==> src/rtl/clock_loader_pkg.sv <==
// shared constants, types and helpers for the serial register loader
package clock_loader_pkg;

	// ==========================================================
	// word layout
	localparam int          WORD_BITS  = 32;
	localparam int          ADDR_BITS  = 4;
	localparam int          DATA_BITS  = 28;
	localparam int          REG_COUNT  = 16;
	localparam int          OUT_COUNT  = 8;
	localparam int          RESET_BIT  = 31;
	localparam int          RSVD_LO    = 19;
	localparam int          MUX_HI     = 18;
	localparam int          MUX_LO     = 17;
	localparam int          EN_BIT     = 16;
	localparam int          DIV_HI     = 15;
	localparam int          DIV_LO     = 8;
	localparam int          DLY_HI     = 7;
	localparam int          DLY_LO     = 4;

	// ==========================================================
	// register addresses
	localparam logic [3:0]  ADDR_OUT0     = 4'h0;
	localparam logic [3:0]  ADDR_OUT_LAST = 4'h7;
	localparam logic [3:0]  ADDR_NOISE    = 4'h8;
	localparam logic [3:0]  ADDR_BOOST    = 4'h9;
	localparam logic [3:0]  ADDR_PRESCALE = 4'hB;
	localparam logic [3:0]  ADDR_REF_FREQ = 4'hD;
	localparam logic [3:0]  ADDR_REF_DIV  = 4'hE;
	localparam logic [3:0]  ADDR_CAL      = 4'hF;
	localparam logic [15:0] REQUIRED_MASK = 16'hE8FF;

	// ==========================================================
	// power-on defaults of the data field (word bits 31:4)
	localparam logic [27:0] DEF_OUTPUT   = 28'h0000010;
	localparam logic [27:0] DEF_REF_FREQ = 28'h0002800;
	localparam logic [27:0] DEF_REF_DIV  = 28'h08000A0;
	localparam logic [27:0] DEF_OTHER    = 28'h0000000;

	// ==========================================================
	// timing and analog figures
	localparam int          DELAY_STEP_PS   = 150;
	localparam int          MIN_HALF_CYCLES = 3;
	localparam int          MAX_HALF_CYCLES = 256;
	localparam int          LINK_PERIOD_NS  = 80;
	localparam int          CLK_PERIOD_NS   = 10;
	localparam int          HALF_CYCLES_DEF =
		LINK_PERIOD_NS / (2 * CLK_PERIOD_NS);

	// ==========================================================
	// controller register map (apb)
	localparam logic [11:0] OFS_WORD    = 12'h000;
	localparam logic [11:0] OFS_STATUS  = 12'h004;
	localparam int          ST_BUSY     = 0;
	localparam int          ST_CAL_PEND = 1;
	localparam int          ST_ORDER    = 2;
	localparam int          ST_NO_RESET = 3;
	localparam int          ST_REF_REF  = 4;
	localparam int          ST_COMPLETE = 5;
	localparam int          ST_WRITTEN  = 16;

	// ==========================================================
	// controller link sequencer states
	typedef enum logic [4:0] {
		LINK_IDLE   = 5'h01,
		LINK_LOW    = 5'h02,
		LINK_HIGH   = 5'h04,
		LINK_SETTLE = 5'h08,
		LINK_LATCH  = 5'h10
	} link_state_e;

	// default data field of one register
	function automatic logic [27:0] default_data(input logic [3:0] addr);
		if (addr <= ADDR_OUT_LAST) begin
			return DEF_OUTPUT;
		end else if (addr == ADDR_REF_FREQ) begin
			return DEF_REF_FREQ;
		end else if (addr == ADDR_REF_DIV) begin
			return DEF_REF_DIV;
		end
		return DEF_OTHER;
	endfunction : default_data

	// added delay in picoseconds for a 4-bit delay code
	function automatic logic [11:0] delay_ps(input logic [3:0] code);
		return 12'(int'(code) * DELAY_STEP_PS);
	endfunction : delay_ps

	// divide ratio for an 8-bit divider code (code 1 is divide by 2)
	function automatic logic [8:0] divide_ratio(input logic [7:0] code);
		return {code, 1'b0};
	endfunction : divide_ratio

endpackage : clock_loader_pkg

==> src/rtl/serial_config_bus.sv <==
// three-wire programming link between controller and device
`timescale 1ns/10ps
interface serial_config_bus;
	logic serial_shift_clock;
	logic serial_data;
	logic serial_latch_enable;

	modport host (
		output serial_shift_clock,
		output serial_data,
		output serial_latch_enable
	);
	modport device (
		input  serial_shift_clock,
		input  serial_data,
		input  serial_latch_enable
	);
endinterface : serial_config_bus

==> src/rtl/pin_sync_edge.sv <==
// two-flop synchroniser with rising-edge detect on the stable stage
`timescale 1ns/10ps
module pin_sync_edge #(
	parameter int WIDTH = 1
) (
	// clock and reset
	input  wire logic             clk_in,
	input  wire logic             rst_n_in,
	// asynchronous levels
	input  wire logic [WIDTH-1:0] async_in,
	// synchronised results
	output logic      [WIDTH-1:0] level_out,
	output logic      [WIDTH-1:0] rise_out
);
	typedef struct packed {
		logic [WIDTH-1:0] meta;
		logic [WIDTH-1:0] stable;
		logic [WIDTH-1:0] prev;
	} sync_s;

	sync_s s;
	sync_s next_s;

	if (WIDTH < 1) begin : g_bad_width
		$error("pin_sync_edge: WIDTH must be at least 1");
	end

	// ==========================================================
	// meta is read only by stable, never by the edge logic
	always_comb begin
		next_s        = s;
		next_s.meta   = async_in;
		next_s.stable = s.meta;
		next_s.prev   = s.stable;
		if (!rst_n_in) begin
			next_s = '0;
		end
	end

	always_ff @(posedge clk_in) begin
		s <= next_s;
	end

	assign level_out = s.stable;
	assign rise_out  = s.stable & ~s.prev;
endmodule : pin_sync_edge

==> src/rtl/serial_config_host.sv <==
// controller end: apb-programmed sender of 32-bit programming words
`timescale 1ns/10ps
module serial_config_host #(
	parameter int HALF_CYCLES = clock_loader_pkg::HALF_CYCLES_DEF
) (
	// clock and reset
	input  wire logic        clk_in,
	input  wire logic        rst_n_in,
	// apb slave
	input  wire logic [11:0] paddr_in,
	input  wire logic        psel_in,
	input  wire logic        penable_in,
	input  wire logic        pwrite_in,
	input  wire logic [31:0] pwdata_in,
	output logic      [31:0] prdata_out,
	output logic             pready_out,
	output logic             pslverr_out,
	// reference oscillator health, asynchronous
	input  wire logic        reference_valid_in,
	// programming link
	serial_config_bus.host   link
);
	typedef struct packed {
		clock_loader_pkg::link_state_e state;
		logic [31:0] word;
		logic [5:0]  bit_cnt;
		logic [7:0]  div_cnt;
		logic        sclk;
		logic        sdata;
		logic        latch;
		logic        started;
		logic [3:0]  last_addr;
		logic [15:0] written;
		logic        cal_pending;
		logic        order_err;
		logic        reset_missing;
		logic        ref_refused;
		logic [31:0] prdata;
	} host_s;

	localparam logic [7:0] HALF_LOAD = 8'(HALF_CYCLES - 1);

	host_s       s;
	host_s       next_s;
	logic        ref_ok;
	logic        access;
	logic        hit_word;
	logic        hit_status;
	logic        busy;
	logic        ref_block;
	logic        accept;
	logic [3:0]  waddr;
	logic [31:0] masked;

	if (HALF_CYCLES < clock_loader_pkg::MIN_HALF_CYCLES ||
		HALF_CYCLES > clock_loader_pkg::MAX_HALF_CYCLES) begin : g_bad_half
		$error("serial_config_host: HALF_CYCLES out of range");
	end

	// clear reserved high bits of the output registers
	function automatic logic [31:0] mask_word(input logic [31:0] w);
		logic [31:0] r;
		r = w;
		if (w[3:0] <= clock_loader_pkg::ADDR_OUT_LAST) begin
			r[30:19] = 12'h000;
			if (w[3:0] != clock_loader_pkg::ADDR_OUT0) begin
				r[31] = 1'b0;
			end
		end
		return r;
	endfunction : mask_word

	// status word as software reads it
	function automatic logic [31:0] status_word(input host_s h);
		logic [31:0] r;
		r                                   = 32'h00000000;
		r[clock_loader_pkg::ST_BUSY]        = h.state !=
			clock_loader_pkg::LINK_IDLE;
		r[clock_loader_pkg::ST_CAL_PEND]    = h.cal_pending;
		r[clock_loader_pkg::ST_ORDER]       = h.order_err;
		r[clock_loader_pkg::ST_NO_RESET]    = h.reset_missing;
		r[clock_loader_pkg::ST_REF_REF]     = h.ref_refused;
		// all required addresses written since the reset word
		r[clock_loader_pkg::ST_COMPLETE]    =
			(h.written & clock_loader_pkg::REQUIRED_MASK) ==
			clock_loader_pkg::REQUIRED_MASK;
		r[31:clock_loader_pkg::ST_WRITTEN]  = h.written;
		return r;
	endfunction : status_word

	// ==========================================================
	// reference level crosses into clk_in
	pin_sync_edge #(.WIDTH(1)) u_ref (
		.clk_in    (clk_in),
		.rst_n_in  (rst_n_in),
		.async_in  (reference_valid_in),
		.level_out (ref_ok),
		.rise_out  ()
	);

	// ==========================================================
	// apb decode; a word write stalls while a word is on the link
	assign access     = psel_in && penable_in;
	assign hit_word   = paddr_in == clock_loader_pkg::OFS_WORD;
	assign hit_status = paddr_in == clock_loader_pkg::OFS_STATUS;
	assign busy       = s.state != clock_loader_pkg::LINK_IDLE;
	assign waddr      = pwdata_in[3:0];
	// calibration without a live reference would be wasted
	assign ref_block  = hit_word && pwrite_in &&
		waddr == clock_loader_pkg::ADDR_CAL && !ref_ok;
	assign pready_out = !(hit_word && pwrite_in && busy);
	assign pslverr_out = access && pready_out &&
		(!(hit_word || hit_status) || ref_block ||
		(hit_word && !pwrite_in));
	assign accept     = access && pready_out && hit_word && pwrite_in &&
		!ref_block;
	assign masked     = mask_word(pwdata_in);
	assign prdata_out = s.prdata;

	// ==========================================================
	// register side, sequence checks and link sequencer
	always_comb begin
		next_s = s;
		// read data is fixed in the setup cycle, stable in access
		if (psel_in && !penable_in && !pwrite_in && hit_status) begin
			next_s.prdata = status_word(s);
		end else if (psel_in && !penable_in) begin
			next_s.prdata = 32'h00000000;
		end
		// write-one clears first so a new event in this cycle wins
		if (access && pwrite_in && hit_status) begin
			if (pwdata_in[clock_loader_pkg::ST_ORDER]) begin
				next_s.order_err = 1'b0;
			end
			if (pwdata_in[clock_loader_pkg::ST_NO_RESET]) begin
				next_s.reset_missing = 1'b0;
			end
			if (pwdata_in[clock_loader_pkg::ST_REF_REF]) begin
				next_s.ref_refused = 1'b0;
			end
		end
		if (access && ref_block) begin
			next_s.ref_refused = 1'b1;
		end
		if (accept) begin
			// fields of 8, 9, 11, 13 and 14 pass as software gives
			// them output registers keep
			// select, enable, divider and delay in bits 18:4
			next_s.word    = masked;
			next_s.sdata   = masked[31];
			next_s.bit_cnt = 6'(clock_loader_pkg::WORD_BITS);
			next_s.div_cnt = HALF_LOAD;
			next_s.sclk    = 1'b0;
			next_s.latch   = 1'b0;
			next_s.state   = clock_loader_pkg::LINK_LOW;
			if (waddr == clock_loader_pkg::ADDR_OUT0 &&
				masked[clock_loader_pkg::RESET_BIT]) begin
				// device drops to defaults: restart the sequence
				next_s.started   = 1'b1;
				next_s.written   = 16'h0001;
				next_s.last_addr = clock_loader_pkg::ADDR_OUT0;
			end else begin
				if (!s.started) begin
					next_s.reset_missing = 1'b1;
				end
				if (s.started && waddr <= s.last_addr) begin
					next_s.order_err = 1'b1;
				end
				next_s.written[waddr] = 1'b1;
				next_s.last_addr      = waddr;
			end
			// reference setup changed: calibration must be rerun
			if (waddr == clock_loader_pkg::ADDR_REF_FREQ ||
				waddr == clock_loader_pkg::ADDR_REF_DIV) begin
				next_s.cal_pending = 1'b1;
			end else if (waddr == clock_loader_pkg::ADDR_CAL) begin
				next_s.cal_pending = 1'b0;
			end
		end
		// link sequencer: data moves only while the clock is low
		if (s.state != clock_loader_pkg::LINK_IDLE && s.div_cnt != 8'h00)
		begin
			next_s.div_cnt = s.div_cnt - 8'h01;
		end else begin
			case (s.state)
				clock_loader_pkg::LINK_IDLE: begin
				end
				clock_loader_pkg::LINK_LOW: begin
					next_s.sclk    = 1'b1;
					next_s.div_cnt = HALF_LOAD;
					next_s.state   = clock_loader_pkg::LINK_HIGH;
				end
				clock_loader_pkg::LINK_HIGH: begin
					next_s.sclk    = 1'b0;
					next_s.div_cnt = HALF_LOAD;
					next_s.bit_cnt = s.bit_cnt - 6'h01;
					if (s.bit_cnt == 6'h01) begin
						next_s.state = clock_loader_pkg::LINK_SETTLE;
					end else begin
						next_s.word  = {s.word[30:0], 1'b0};
						next_s.sdata = s.word[30];
						next_s.state = clock_loader_pkg::LINK_LOW;
					end
				end
				clock_loader_pkg::LINK_SETTLE: begin
					// latch rises only after the 32nd bit
					next_s.latch   = 1'b1;
					next_s.div_cnt = HALF_LOAD;
					next_s.state   = clock_loader_pkg::LINK_LATCH;
				end
				clock_loader_pkg::LINK_LATCH: begin
					next_s.latch = 1'b0;
					next_s.sdata = 1'b0;
					next_s.state = clock_loader_pkg::LINK_IDLE;
				end
				default: begin
					next_s.state = clock_loader_pkg::LINK_IDLE;
				end
			endcase
		end
		if (!rst_n_in) begin
			next_s       = '0;
			next_s.state = clock_loader_pkg::LINK_IDLE;
		end
	end

	always_ff @(posedge clk_in) begin
		s <= next_s;
	end

	// ==========================================================
	// link pins straight from flops
	assign link.serial_shift_clock  = s.sclk;
	assign link.serial_data         = s.sdata;
	assign link.serial_latch_enable = s.latch;
endmodule : serial_config_host
==> src/flat_wrapper.sv <==
// flat-port wrapper written by rule: the top's interface ports become plain ports
module serial_config_host_flat 
#(
	parameter int HALF_CYCLES = clock_loader_pkg::HALF_CYCLES_DEF
)
  (clk_in, rst_n_in, paddr_in, psel_in, penable_in, pwrite_in, pwdata_in, prdata_out, pready_out, pslverr_out, reference_valid_in, link_serial_shift_clock, link_serial_data, link_serial_latch_enable);
  serial_config_bus link_i ();
  input  wire logic clk_in;
  input  wire logic rst_n_in;
  input  wire logic [11:0] paddr_in;
  input  wire logic psel_in;
  input  wire logic penable_in;
  input  wire logic pwrite_in;
  input  wire logic [31:0] pwdata_in;
  output logic      [31:0] prdata_out;
  output logic pready_out;
  output logic pslverr_out;
  input  wire logic reference_valid_in;
  output wire logic [$bits(link_i.serial_shift_clock)-1:0] link_serial_shift_clock;
  output wire logic [$bits(link_i.serial_data)-1:0] link_serial_data;
  output wire logic [$bits(link_i.serial_latch_enable)-1:0] link_serial_latch_enable;
  assign link_serial_shift_clock = link_i.serial_shift_clock;
  assign link_serial_data = link_i.serial_data;
  assign link_serial_latch_enable = link_i.serial_latch_enable;
  serial_config_host #(.HALF_CYCLES(HALF_CYCLES)) u_core (.clk_in(clk_in), .rst_n_in(rst_n_in), .paddr_in(paddr_in), .psel_in(psel_in), .penable_in(penable_in), .pwrite_in(pwrite_in), .pwdata_in(pwdata_in), .prdata_out(prdata_out), .pready_out(pready_out), .pslverr_out(pslverr_out), .reference_valid_in(reference_valid_in), .link(link_i));
endmodule
==> config.mk <==
export PLATFORM = sky130hd
export DESIGN_NAME = serial_config_host_flat
export DESIGN_NICKNAME = d
export VERILOG_FILES = /design/src/rtl/clock_loader_pkg.sv /design/src/rtl/serial_config_bus.sv /design/src/rtl/pin_sync_edge.sv /design/src/rtl/serial_config_host.sv /design/src/flat_wrapper.sv
export SDC_FILE = /design/constraint.sdc
export NUM_CORES = 1
export LEC_CHECK = 0
export BUFFER_PORTS_ARGS = -buffer_cell sky130_fd_sc_hd__buf_4
export CAP_MARGIN = 10
export CELL_PAD_IN_SITES_DETAIL_PLACEMENT = 1
export CELL_PAD_IN_SITES_GLOBAL_PLACEMENT = 2
export CORE_ASPECT_RATIO = 0.9
export CORE_MARGIN = 8
export CORE_UTILIZATION = 35
export CTS_CLUSTER_SIZE = 16
export DETAILED_ROUTE_END_ITERATION = 6
export GPL_TIMING_DRIVEN = 0
export PLACE_DENSITY_LB_ADDON = 0.1
export SKIP_LAST_GASP = 1
export SYNTH_ARGS = -nofsm -noshare
export SYNTH_HDL_FRONTEND = slang
export SYNTH_HIERARCHICAL = 1
export SYNTH_SLANG_ARGS = --single-unit
==> constraint.sdc <==
create_clock -name clk_in -period 4.41 [get_ports clk_in]
set_clock_uncertainty 0.05 [all_clocks]
set_input_delay 0.882 -clock clk_in [delete_from_list [all_inputs] [get_ports clk_in]]
set_output_delay 0.882 -clock clk_in [all_outputs]
set_load 0.02 [all_outputs]
### Word-level counts from Yosys, hierarchy flattened

Index checks and enable logic that the tools add are counted.

* mux-type cells: 31
* divide/modulo/power cells: 0
* $mul: 0
* reduce and logical (&&, ||, !) cells: 44
* bitwise gates (word level): 1
* $add $sub $neg: 2
* $lt $le $gt $ge: 4
* shift-type cells: 0
* eq/ne operators: 12

Operators with widths (number)
* 32-bit 2-to-1 mux: 3
* 78-bit 2-to-1 mux: 1
* 43-bit 2-to-1 mux: 1
* 38-bit 2-to-1 mux: 1
* 1-bit logical AND: 21
* 20-bit 2-to-1 mux: 1
* 5-bit one-hot mux with 4 select lines: 1
* 8-bit 2-to-1 mux: 2
* 16-bit bitwise OR: 1
* 13-bit 2-to-1 mux: 1
* 12-bit equality test, second input constant: 1
* 12-bit by 3-bit equality test with 1-bit output, second input constant: 1
* 4-bit equality test, second input constant: 3
* 12-bit logical NOT: 1
* 1-bit 2-to-1 mux: 12
* 2-bit nonzero test: 4
* 8-bit nonzero test: 1
* 8-bit by 1-bit subtractor with 8-bit output, second input constant: 1
* 6-bit by 1-bit equality test with 1-bit output, second input constant: 1
* 1-bit logical NOT: 6
* 3-bit 2-to-1 mux: 2
* 1-bit one-hot mux with 2 select lines: 3
* 2-bit AND reduction: 3
* 6-bit by 1-bit subtractor with 6-bit output, second input constant: 1
* other kinds (18): 21

* ROM bits: 0
* latch bits: 0
* memories: 0
* input port bits: 50
* output and inout port bits: 37
* register bits: 103
* RAM bits: 0
* logic and storage cells: 111

### Depth between registers and ports, before layout

Gate-level depths: netlist (run 1).

* depth in word-level cells: 12
* mapped depth: 9
* mapped depth without buffers: 7

### Hierarchy

The synthesis (run 1) kept the hierarchy.

Modules (own cells, without submodules)
* serial_config_host: cells an instance 573, area each 4683.2 um^2, sequential area each 2001.9 um^2, times used 1
* pin_sync_edge: cells an instance 7, area each 92.6 um^2, sequential area each 60.1 um^2, times used 1

### Worst setup path before layout (run 1)

No wires, ideal clock.

* path type: input-to-output
* start point: input port paddr_in[9]
* end point: output port pready_out
* path buffers: 0
* path slack: 1.343 ns
* required time: 3.478 ns
* data arrival time: 2.135 ns
* stages on the path: 3
* path through: nor3_1 > nand3_2 > or4b_2

* word-level cells in the longest chain between the ends: 4

Ends and longest elaborated chain
* from (decl): RTL line flat_wrapper.sv:10 `input wire logic [11:0] paddr_in;`
* 12-bit logical NOT: RTL line serial_config_host.sv:104 `assign hit_word = paddr_in == clock_loader_pkg::OFS_WORD;`
* 1-bit logical AND (2 in series): RTL line serial_config_host.sv:111 `assign pready_out = !(hit_word && pwrite_in && busy);`
* 1-bit logical NOT: RTL line serial_config_host.sv:111
* to (decl): RTL line flat_wrapper.sv:16 `output logic pready_out;`

No other way between the ends.

### Final worst setup path (run 1)

Ends and elaborated chain as after synthesis.

==> results of run 1 <==
critical path: cells and delay by family:
kind | cells | cell delay [ns]
AND/OR/NAND/NOR | 3 | 1.33
buffers and inverters | 2 | 0.30
layer usage:
layer  up-vias  share of wire  global-route usage
met5         -              0                   0
met4         0         0.0063             0.03222
met3         5          0.049             0.04737
met2        85           0.47              0.2750
met1      2130           0.47              0.2080
li1       2216              -                   -
worst max-delay path by stage:
stage | startpoint | endpoint | slack [ns] | cells after the start
finish | paddr_in[9] | pready_out | 0.97 | 5
global route | paddr_in[9] | pready_out | 0.88 | 5
CTS | paddr_in[9] | pready_out | 0.95 | 5
detailed placement | paddr_in[9] | pready_out | 0.96 | 5
global placement | paddr_in[9] | pready_out | 1.0 | 5
floorplan | paddr_in[9] | pready_out | 1.34 | 3
area by class of cell:
class / instances / area share
sequential: 102 / 0.3498
buffer: 74 / 0.07160
clock buffer: 10 / 0.03923
clock inverter: 6 / 0.01243
multi-input combinational: 398 / 0.3880
timing repair buffer: 74 / 0.09518
tap: 168 / 0.03601
inverter: 12 / 0.007717
per-stage QoR:
stage / power, uW / setup slack [ns] / hold WS, ns / cell area, um2
floorplan: 1046 / 1.343 / 0.3557 / 4770
global placement: 1116 / 0.9951 / 0.3900 / 5535
detailed placement: 1118 / 0.9608 / 0.3989 / 5535
CTS: 1931 / 0.9495 / 0.4083 / 5837
global route: 1991 / 0.8761 / 0.4224 / 5837
finish: 1903 / 0.9667 / 0.4088 / 5837
registers in the layout, summed over array words and instances (netlist names):
signal                           count
u_core/link.serial_latch_enable      1
u_core/u_ref/level_out               1
u_core/s                            75
u_core/link.serial_shift_clock       1
u_core/link.serial_data              1
u_core/u_ref/s                       1
u_core/prdata_out                   22
cells in the final DEF (no fill, tap or decap), types with 3 or more instances in the layout:
cell type / count
a21oi_1: 23
a22oi_1: 20
a31oi_1: 44
a41oi_1: 3
and2_1: 7
buf_1: 3
buf_2: 10
buf_4: 106
clkbuf_1: 29
clkbuf_16: 9
clkinv_4: 4
conb_1: 10
dfxtp_1: 102
ha_1: 8
inv_1: 12
nand2_1: 80
nand3_1: 20
nand3b_1: 3
nand4_1: 10
nand4b_1: 4
nor2_1: 57
nor2b_1: 5
nor3_1: 8
nor3b_1: 4
nor4_1: 4
nor4_4: 3
o211ai_1: 6
o21a_1: 4
o21ai_0: 37
o221a_2: 3
o22ai_1: 3
or4_1: 3
power by group through the flow:
| stage | sequential (uW) | combinational, uW | clock (uW) |
|---|---|---|---|
| 3_3_place_gp | 950 | 165 | 0 |
| 6_report | 929 | 169 | 806 |
| 5_1_grt | 929 | 187 | 875 |
| 3_5_place_dp | 950 | 168 | 0 |
| 4_1_cts | 929 | 169 | 833 |
| 2_1_floorplan | 949 | 96.7 | 0 |
==> impl_results.rst, run 1 <==
.. list-table::
   :header-rows: 1

   * - Metric
     - Value
   * - Signed area change from the synthesized netlist to the final layout
     - 23.25%
   * - GRT Overall Usage
     - 0.1646
   * - Hold depth
     - 2
   * - Core area
     - 13260 um2
   * - Pint
     - 1434 uW
   * - Ant diodes
     - 0
   * - Number of maximum-capacitance constraint violations
     - 0
   * - Required arrival time at the worst endpoint
     - 3.48 ns
   * - Slew HR
     - 0.4494
   * - Setup violators final
     - 0
   * - Peak supply drop
     - 0.1938 mV
   * - CTS tree
     - done
   * - Register-to-register setup slack
     - 1.72 ns
   * - Drt pass-1 iters
     - 4
   * - Quantity of I/O buffers inserted on ports
     - 74
   * - Net Switching
     - 469.1 uW
   * - Non-filler cells, final
     - 844
   * - Total DRC errors in the routed layout
     - 0
   * - Pin count of the biggest net entering global routing
     - 18
   * - Slowest CP cell
     - or4b_2
   * - Die boundary width
     - 138.6 um
   * - Vias per inst
     - 5.256
   * - Endpoint of the most critical register-to-register path
     - u_core/s[76]
   * - Insertion delay to the later sink of the worst-skew pair
     - 0.35 ns
   * - Area of the mapped netlist
     - 4736 um2
   * - Sum of negative setup slack
     - 0 ns
   * - Total number of vias
     - 4436
   * - Leak
     - 0.002217 uW
   * - Multi-input gate area in the final layout
     - 2265 um2
   * - Slew Limit Fails
     - 0
   * - Number of antenna violations at the first check in global routing
     - 0
   * - Source of the worst hold timing path
     - u_core/s[54]
   * - Setup repair bufs after CTS
     - 0
   * - Placer's final routability congestion estimate
     - 0.7739
   * - Number of cells traversed by the worst register-to-register path
     - 6
   * - RSZ-0062 raised after global routing
     - no
   * - Cell occurring most often along the worst timing path
     - buf_4
   * - Peak clock frequency supported by timing
     - 0.2904 GHz
   * - Critical path start-end classification
     - in2out
   * - Transition time at the pin with the least slew margin
     - 0.8191 ns
   * - Number of warnings printed during yosys synthesis
     - 6
   * - Startpoint class of the critical path
     - input port
   * - Starting DRT DRC Count
     - 233
   * - Fin nets
     - 729
   * - Number of global-route vias before repair
     - 4665
   * - First-pass GRT wire length
     - 23830 um
   * - Clock share of power
     - 0.423
   * - Antenna viol nets, final
     - 0
   * - Mean instance size in the synthesized netlist
     - 8.208 um2
   * - Number of clock sinks
     - 102
   * - Clock Path Buffers
     - 2
   * - Vertical extent of the die
     - 126.4 um
   * - Class of the worst hold path
     - reg2reg
   * - Part of the power in combinational logic
     - 0.089
   * - Net Sw Frac
     - 0.2464
   * - H-tree depth
     - 3
   * - Final worst path period share
     - 0.7808
   * - Total wire length
     - 14210 um
   * - CTS Hold Bufs
     - 0
   * - Mapped Cells
     - 577
   * - TritonCTS buffer count
     - 9
   * - Cts repair resizes
     - 0
   * - Sequential cell area
     - 2042 um2
   * - Number of primary I/O pins
     - 87
   * - Initial core utilization
     - 0.3571
   * - Shortest clock period the worst path allows after layout
     - 3.443 ns
   * - Die outline area
     - 17510 um2
   * - Total global routing overflow
     - 0
   * - Power share of the sequential group
     - 0.488
   * - Cells along the critical path
     - buf_4 -> nor3_1 -> nand3_2 -> or4b_2 -> buf_4
   * - Critical Path Max Stage Delay
     - 0.70 ns
   * - Power per standard cell area
     - 326.1 nW/um2
   * - Fill cell total of the finished layout
     - 1606
   * - Run status
     - finished, final reports clean
   * - Sum of net half-perimeters after detailed placement
     - 10700 um
   * - Worst Path Arrival
     - 2.51 ns
   * - Worst R2R Start
     - u_core/s[110]
   * - Clock-pin slew on the worst setup and hold paths
     - 0.07 ns
   * - Utilization after layout
     - 0.4401
   * - Number of cell rows
     - 40
   * - Layout cell share with drive strength beyond 1
     - 0.2130
   * - Number of cells after detailed placement
     - 828
   * - Capture endpoint of the worst hold path
     - u_core/s[54]
   * - Buffer cell driving the clock tree root
     - clkbuf_16
   * - Max Fanout on Critical Path
     - 5
   * - Wirelength per Cell
     - 16.83 um
   * - CP endpoint kind
     - output port
   * - Final hold violation count
     - 0
Power figures use the tool's default switching activity.
==> run 2: changes to the inputs <==
CORE_UTILIZATION = 33   (was 35)
clock period = 3.4 ns   (was 4.41 ns; I/O delays follow)
==> impl_results.rst, run 2 (synthesis results as in run 1) <==
.. list-table::
   :header-rows: 1

   * - Metric
     - Value
   * - Class of the worst hold path
     - reg2reg
   * - Peak supply drop
     - 0.2120 mV
   * - Start point of the critical path
     - paddr_in[9]
   * - Power per standard cell area
     - 437.4 nW/um2
   * - Register with the highest flop count
     - u_core/s
   * - Number of global-route vias before repair
     - 4765
   * - Number of cells traversed by the worst register-to-register path
     - 5
   * - Clock-pin slew on the worst setup and hold paths
     - 0.07 ns
   * - Ant diodes
     - 0
   * - Least setup slack across all paths after layout
     - 0.3285 ns
   * - Sum of net half-perimeters after detailed placement
     - 11050 um
   * - Insertion delay to the later sink of the worst-skew pair
     - 0.35 ns
   * - Transition time at the pin with the least slew margin
     - 0.8481 ns
   * - CTS Hold Bufs
     - 0
   * - DP Worst Slack
     - 0.3303 ns
   * - Fin nets
     - 729
   * - Final hold violation count
     - 0
   * - Multi-input gate area in the final layout
     - 2265 um2
   * - Die outline area
     - 18450 um2
   * - Sum of negative setup slack
     - 0 ns
   * - Layout cell share with drive strength beyond 1
     - 0.2145
   * - Worst Path Arrival
     - 2.34 ns
   * - Endpoint of the most critical register-to-register path
     - u_core/s[66]
   * - Critical path start-end classification
     - in2out
   * - Sequential cell area
     - 2042 um2
   * - Max Fanout on Critical Path
     - 5
   * - Drt pass-1 iters
     - 5
   * - Wirelength per Cell
     - 17.02 um
   * - Capture endpoint of the worst hold path
     - u_core/s[53]
   * - Shortest clock period the worst path allows after layout
     - 3.072 ns
   * - Setup violators final
     - 0
   * - Quantity of I/O buffers inserted on ports
     - 74
   * - Placer's final routability congestion estimate
     - 0.7585
   * - Die boundary width
     - 142.3 um
   * - Total DRC errors in the routed layout
     - 0
   * - Number of clock sinks
     - 102
   * - Run status
     - finished, final reports clean
   * - Core area
     - 14000 um2
   * - Cts repair resizes
     - 0
   * - Total wire length
     - 14790 um
   * - Peak clock frequency supported by timing
     - 0.3256 GHz
   * - RSZ-0062 raised after global routing
     - no
   * - Hold depth
     - 2
   * - Worst R2R Start
     - u_core/s[110]
   * - H-tree depth
     - 3
   * - Antenna viol nets, final
     - 0
   * - Setup repair bufs after CTS
     - 0
   * - Total global routing overflow
     - 0
   * - CTS tree
     - done
   * - CP endpoint kind
     - output port
   * - Pin count of the biggest net entering global routing
     - 19
   * - Leading cell type in the layout, fill and taps excluded
     - buf_4
   * - Number of cell rows
     - 41
   * - TritonCTS buffer count
     - 9
   * - Number of primary I/O pins
     - 87
   * - Number of antenna violations at the first check in global routing
     - 0
   * - Starting DRT DRC Count
     - 299
   * - Fill cell total of the finished layout
     - 1698
   * - Startpoint class of the critical path
     - input port
   * - Register-to-register setup slack
     - 0.73 ns
   * - Initial core utilization
     - 0.3382
   * - GRT Overall Usage
     - 0.1658
   * - Vertical extent of the die
     - 129.7 um
   * - Vias per inst
     - 5.125
   * - Required arrival time at the worst endpoint
     - 2.67 ns
   * - Slew Limit Fails
     - 0
   * - Slew HR
     - 0.4299
   * - First-pass GRT wire length
     - 24400 um
   * - Final worst path period share
     - 0.9034
   * - Clock Path Buffers
     - 2
   * - Number of maximum-capacitance constraint violations
     - 0
   * - Most frequent cells in the layout
     - 106 x buf_4, 102 x dfxtp_1, 80 x nand2_1
   * - Total number of vias
     - 4454
   * - Signed area change from the synthesized netlist to the final layout
     - 24.46%
   * - Buffer cell driving the clock tree root
     - clkbuf_16
   * - Number of flip-flops in the largest register
     - 75
   * - Leak
     - 0.002237 uW
   * - Source of the worst hold timing path
     - u_core/s[53]
==> run 2: layout make-up <==
| type | instances | share of cell area |
|---|---|---|
| Timing Repair Buffer | 74 | 0.09425 |
| Buffer | 74 | 0.07090 |
| Multi-Input combinational cell | 398 | 0.3842 |
| Inverter | 12 | 0.007642 |
| Tap cell | 193 | 0.04097 |
| Sequential cell | 102 | 0.3464 |
| Clock inverter | 7 | 0.01741 |
| Clock buffer | 9 | 0.03821 |
==> run 2: worst max path at each step <==
stage / to / slack [ns]
5_1_grt: pready_out / 0.19
3_3_place_gp: pready_out / 0.38
3_5_place_dp: pready_out / 0.33
4_1_cts: pready_out / 0.33
6_report: pready_out / 0.33
2_1_floorplan: pready_out / 0.74
==> run 2: metal layers <==
| metal | track usage | wire length [um] | up-vias |
|---|---|---|---|
| met5 | 0 | 0 | - |
| li1 | - | - | 2206 |
| met4 | 0.06057 | 228 | 0 |
| met1 | 0.2108 | 7184 | 2139 |
| met2 | 0.2754 | 6765 | 92 |
| met3 | 0.03051 | 612 | 17 |
==> run 2: stage by stage <==
stage	hold slack [ns]	area, um2	total power, uW	cells	utilization
6_report	0.4053	5894	2578	869	0.4209
4_1_cts	0.4055	5894	2612	869	0.4209
5_1_grt	0.4339	5894	2685	869	0.4209
3_5_place_dp	0.3952	5567	1451	853	0.3975
2_1_floorplan	0.3557	4770	1356	586	-
3_3_place_gp	0.3901	5567	1448	853	0.3975
==> run 2: power by group <==
part / switching (uW) / internal [uW]
Clock: 497 / 657
Sequential: 5.62 / 1200
Combinational: 135 / 84.9
Total: 638 / 1940
==> run 2: worst max-delay path: stages <==
cell and delay [ns]:
buf_4 0.11, nor3_1 0.44, nand3_2 0.23, or4b_2 0.69
buf_4 0.18
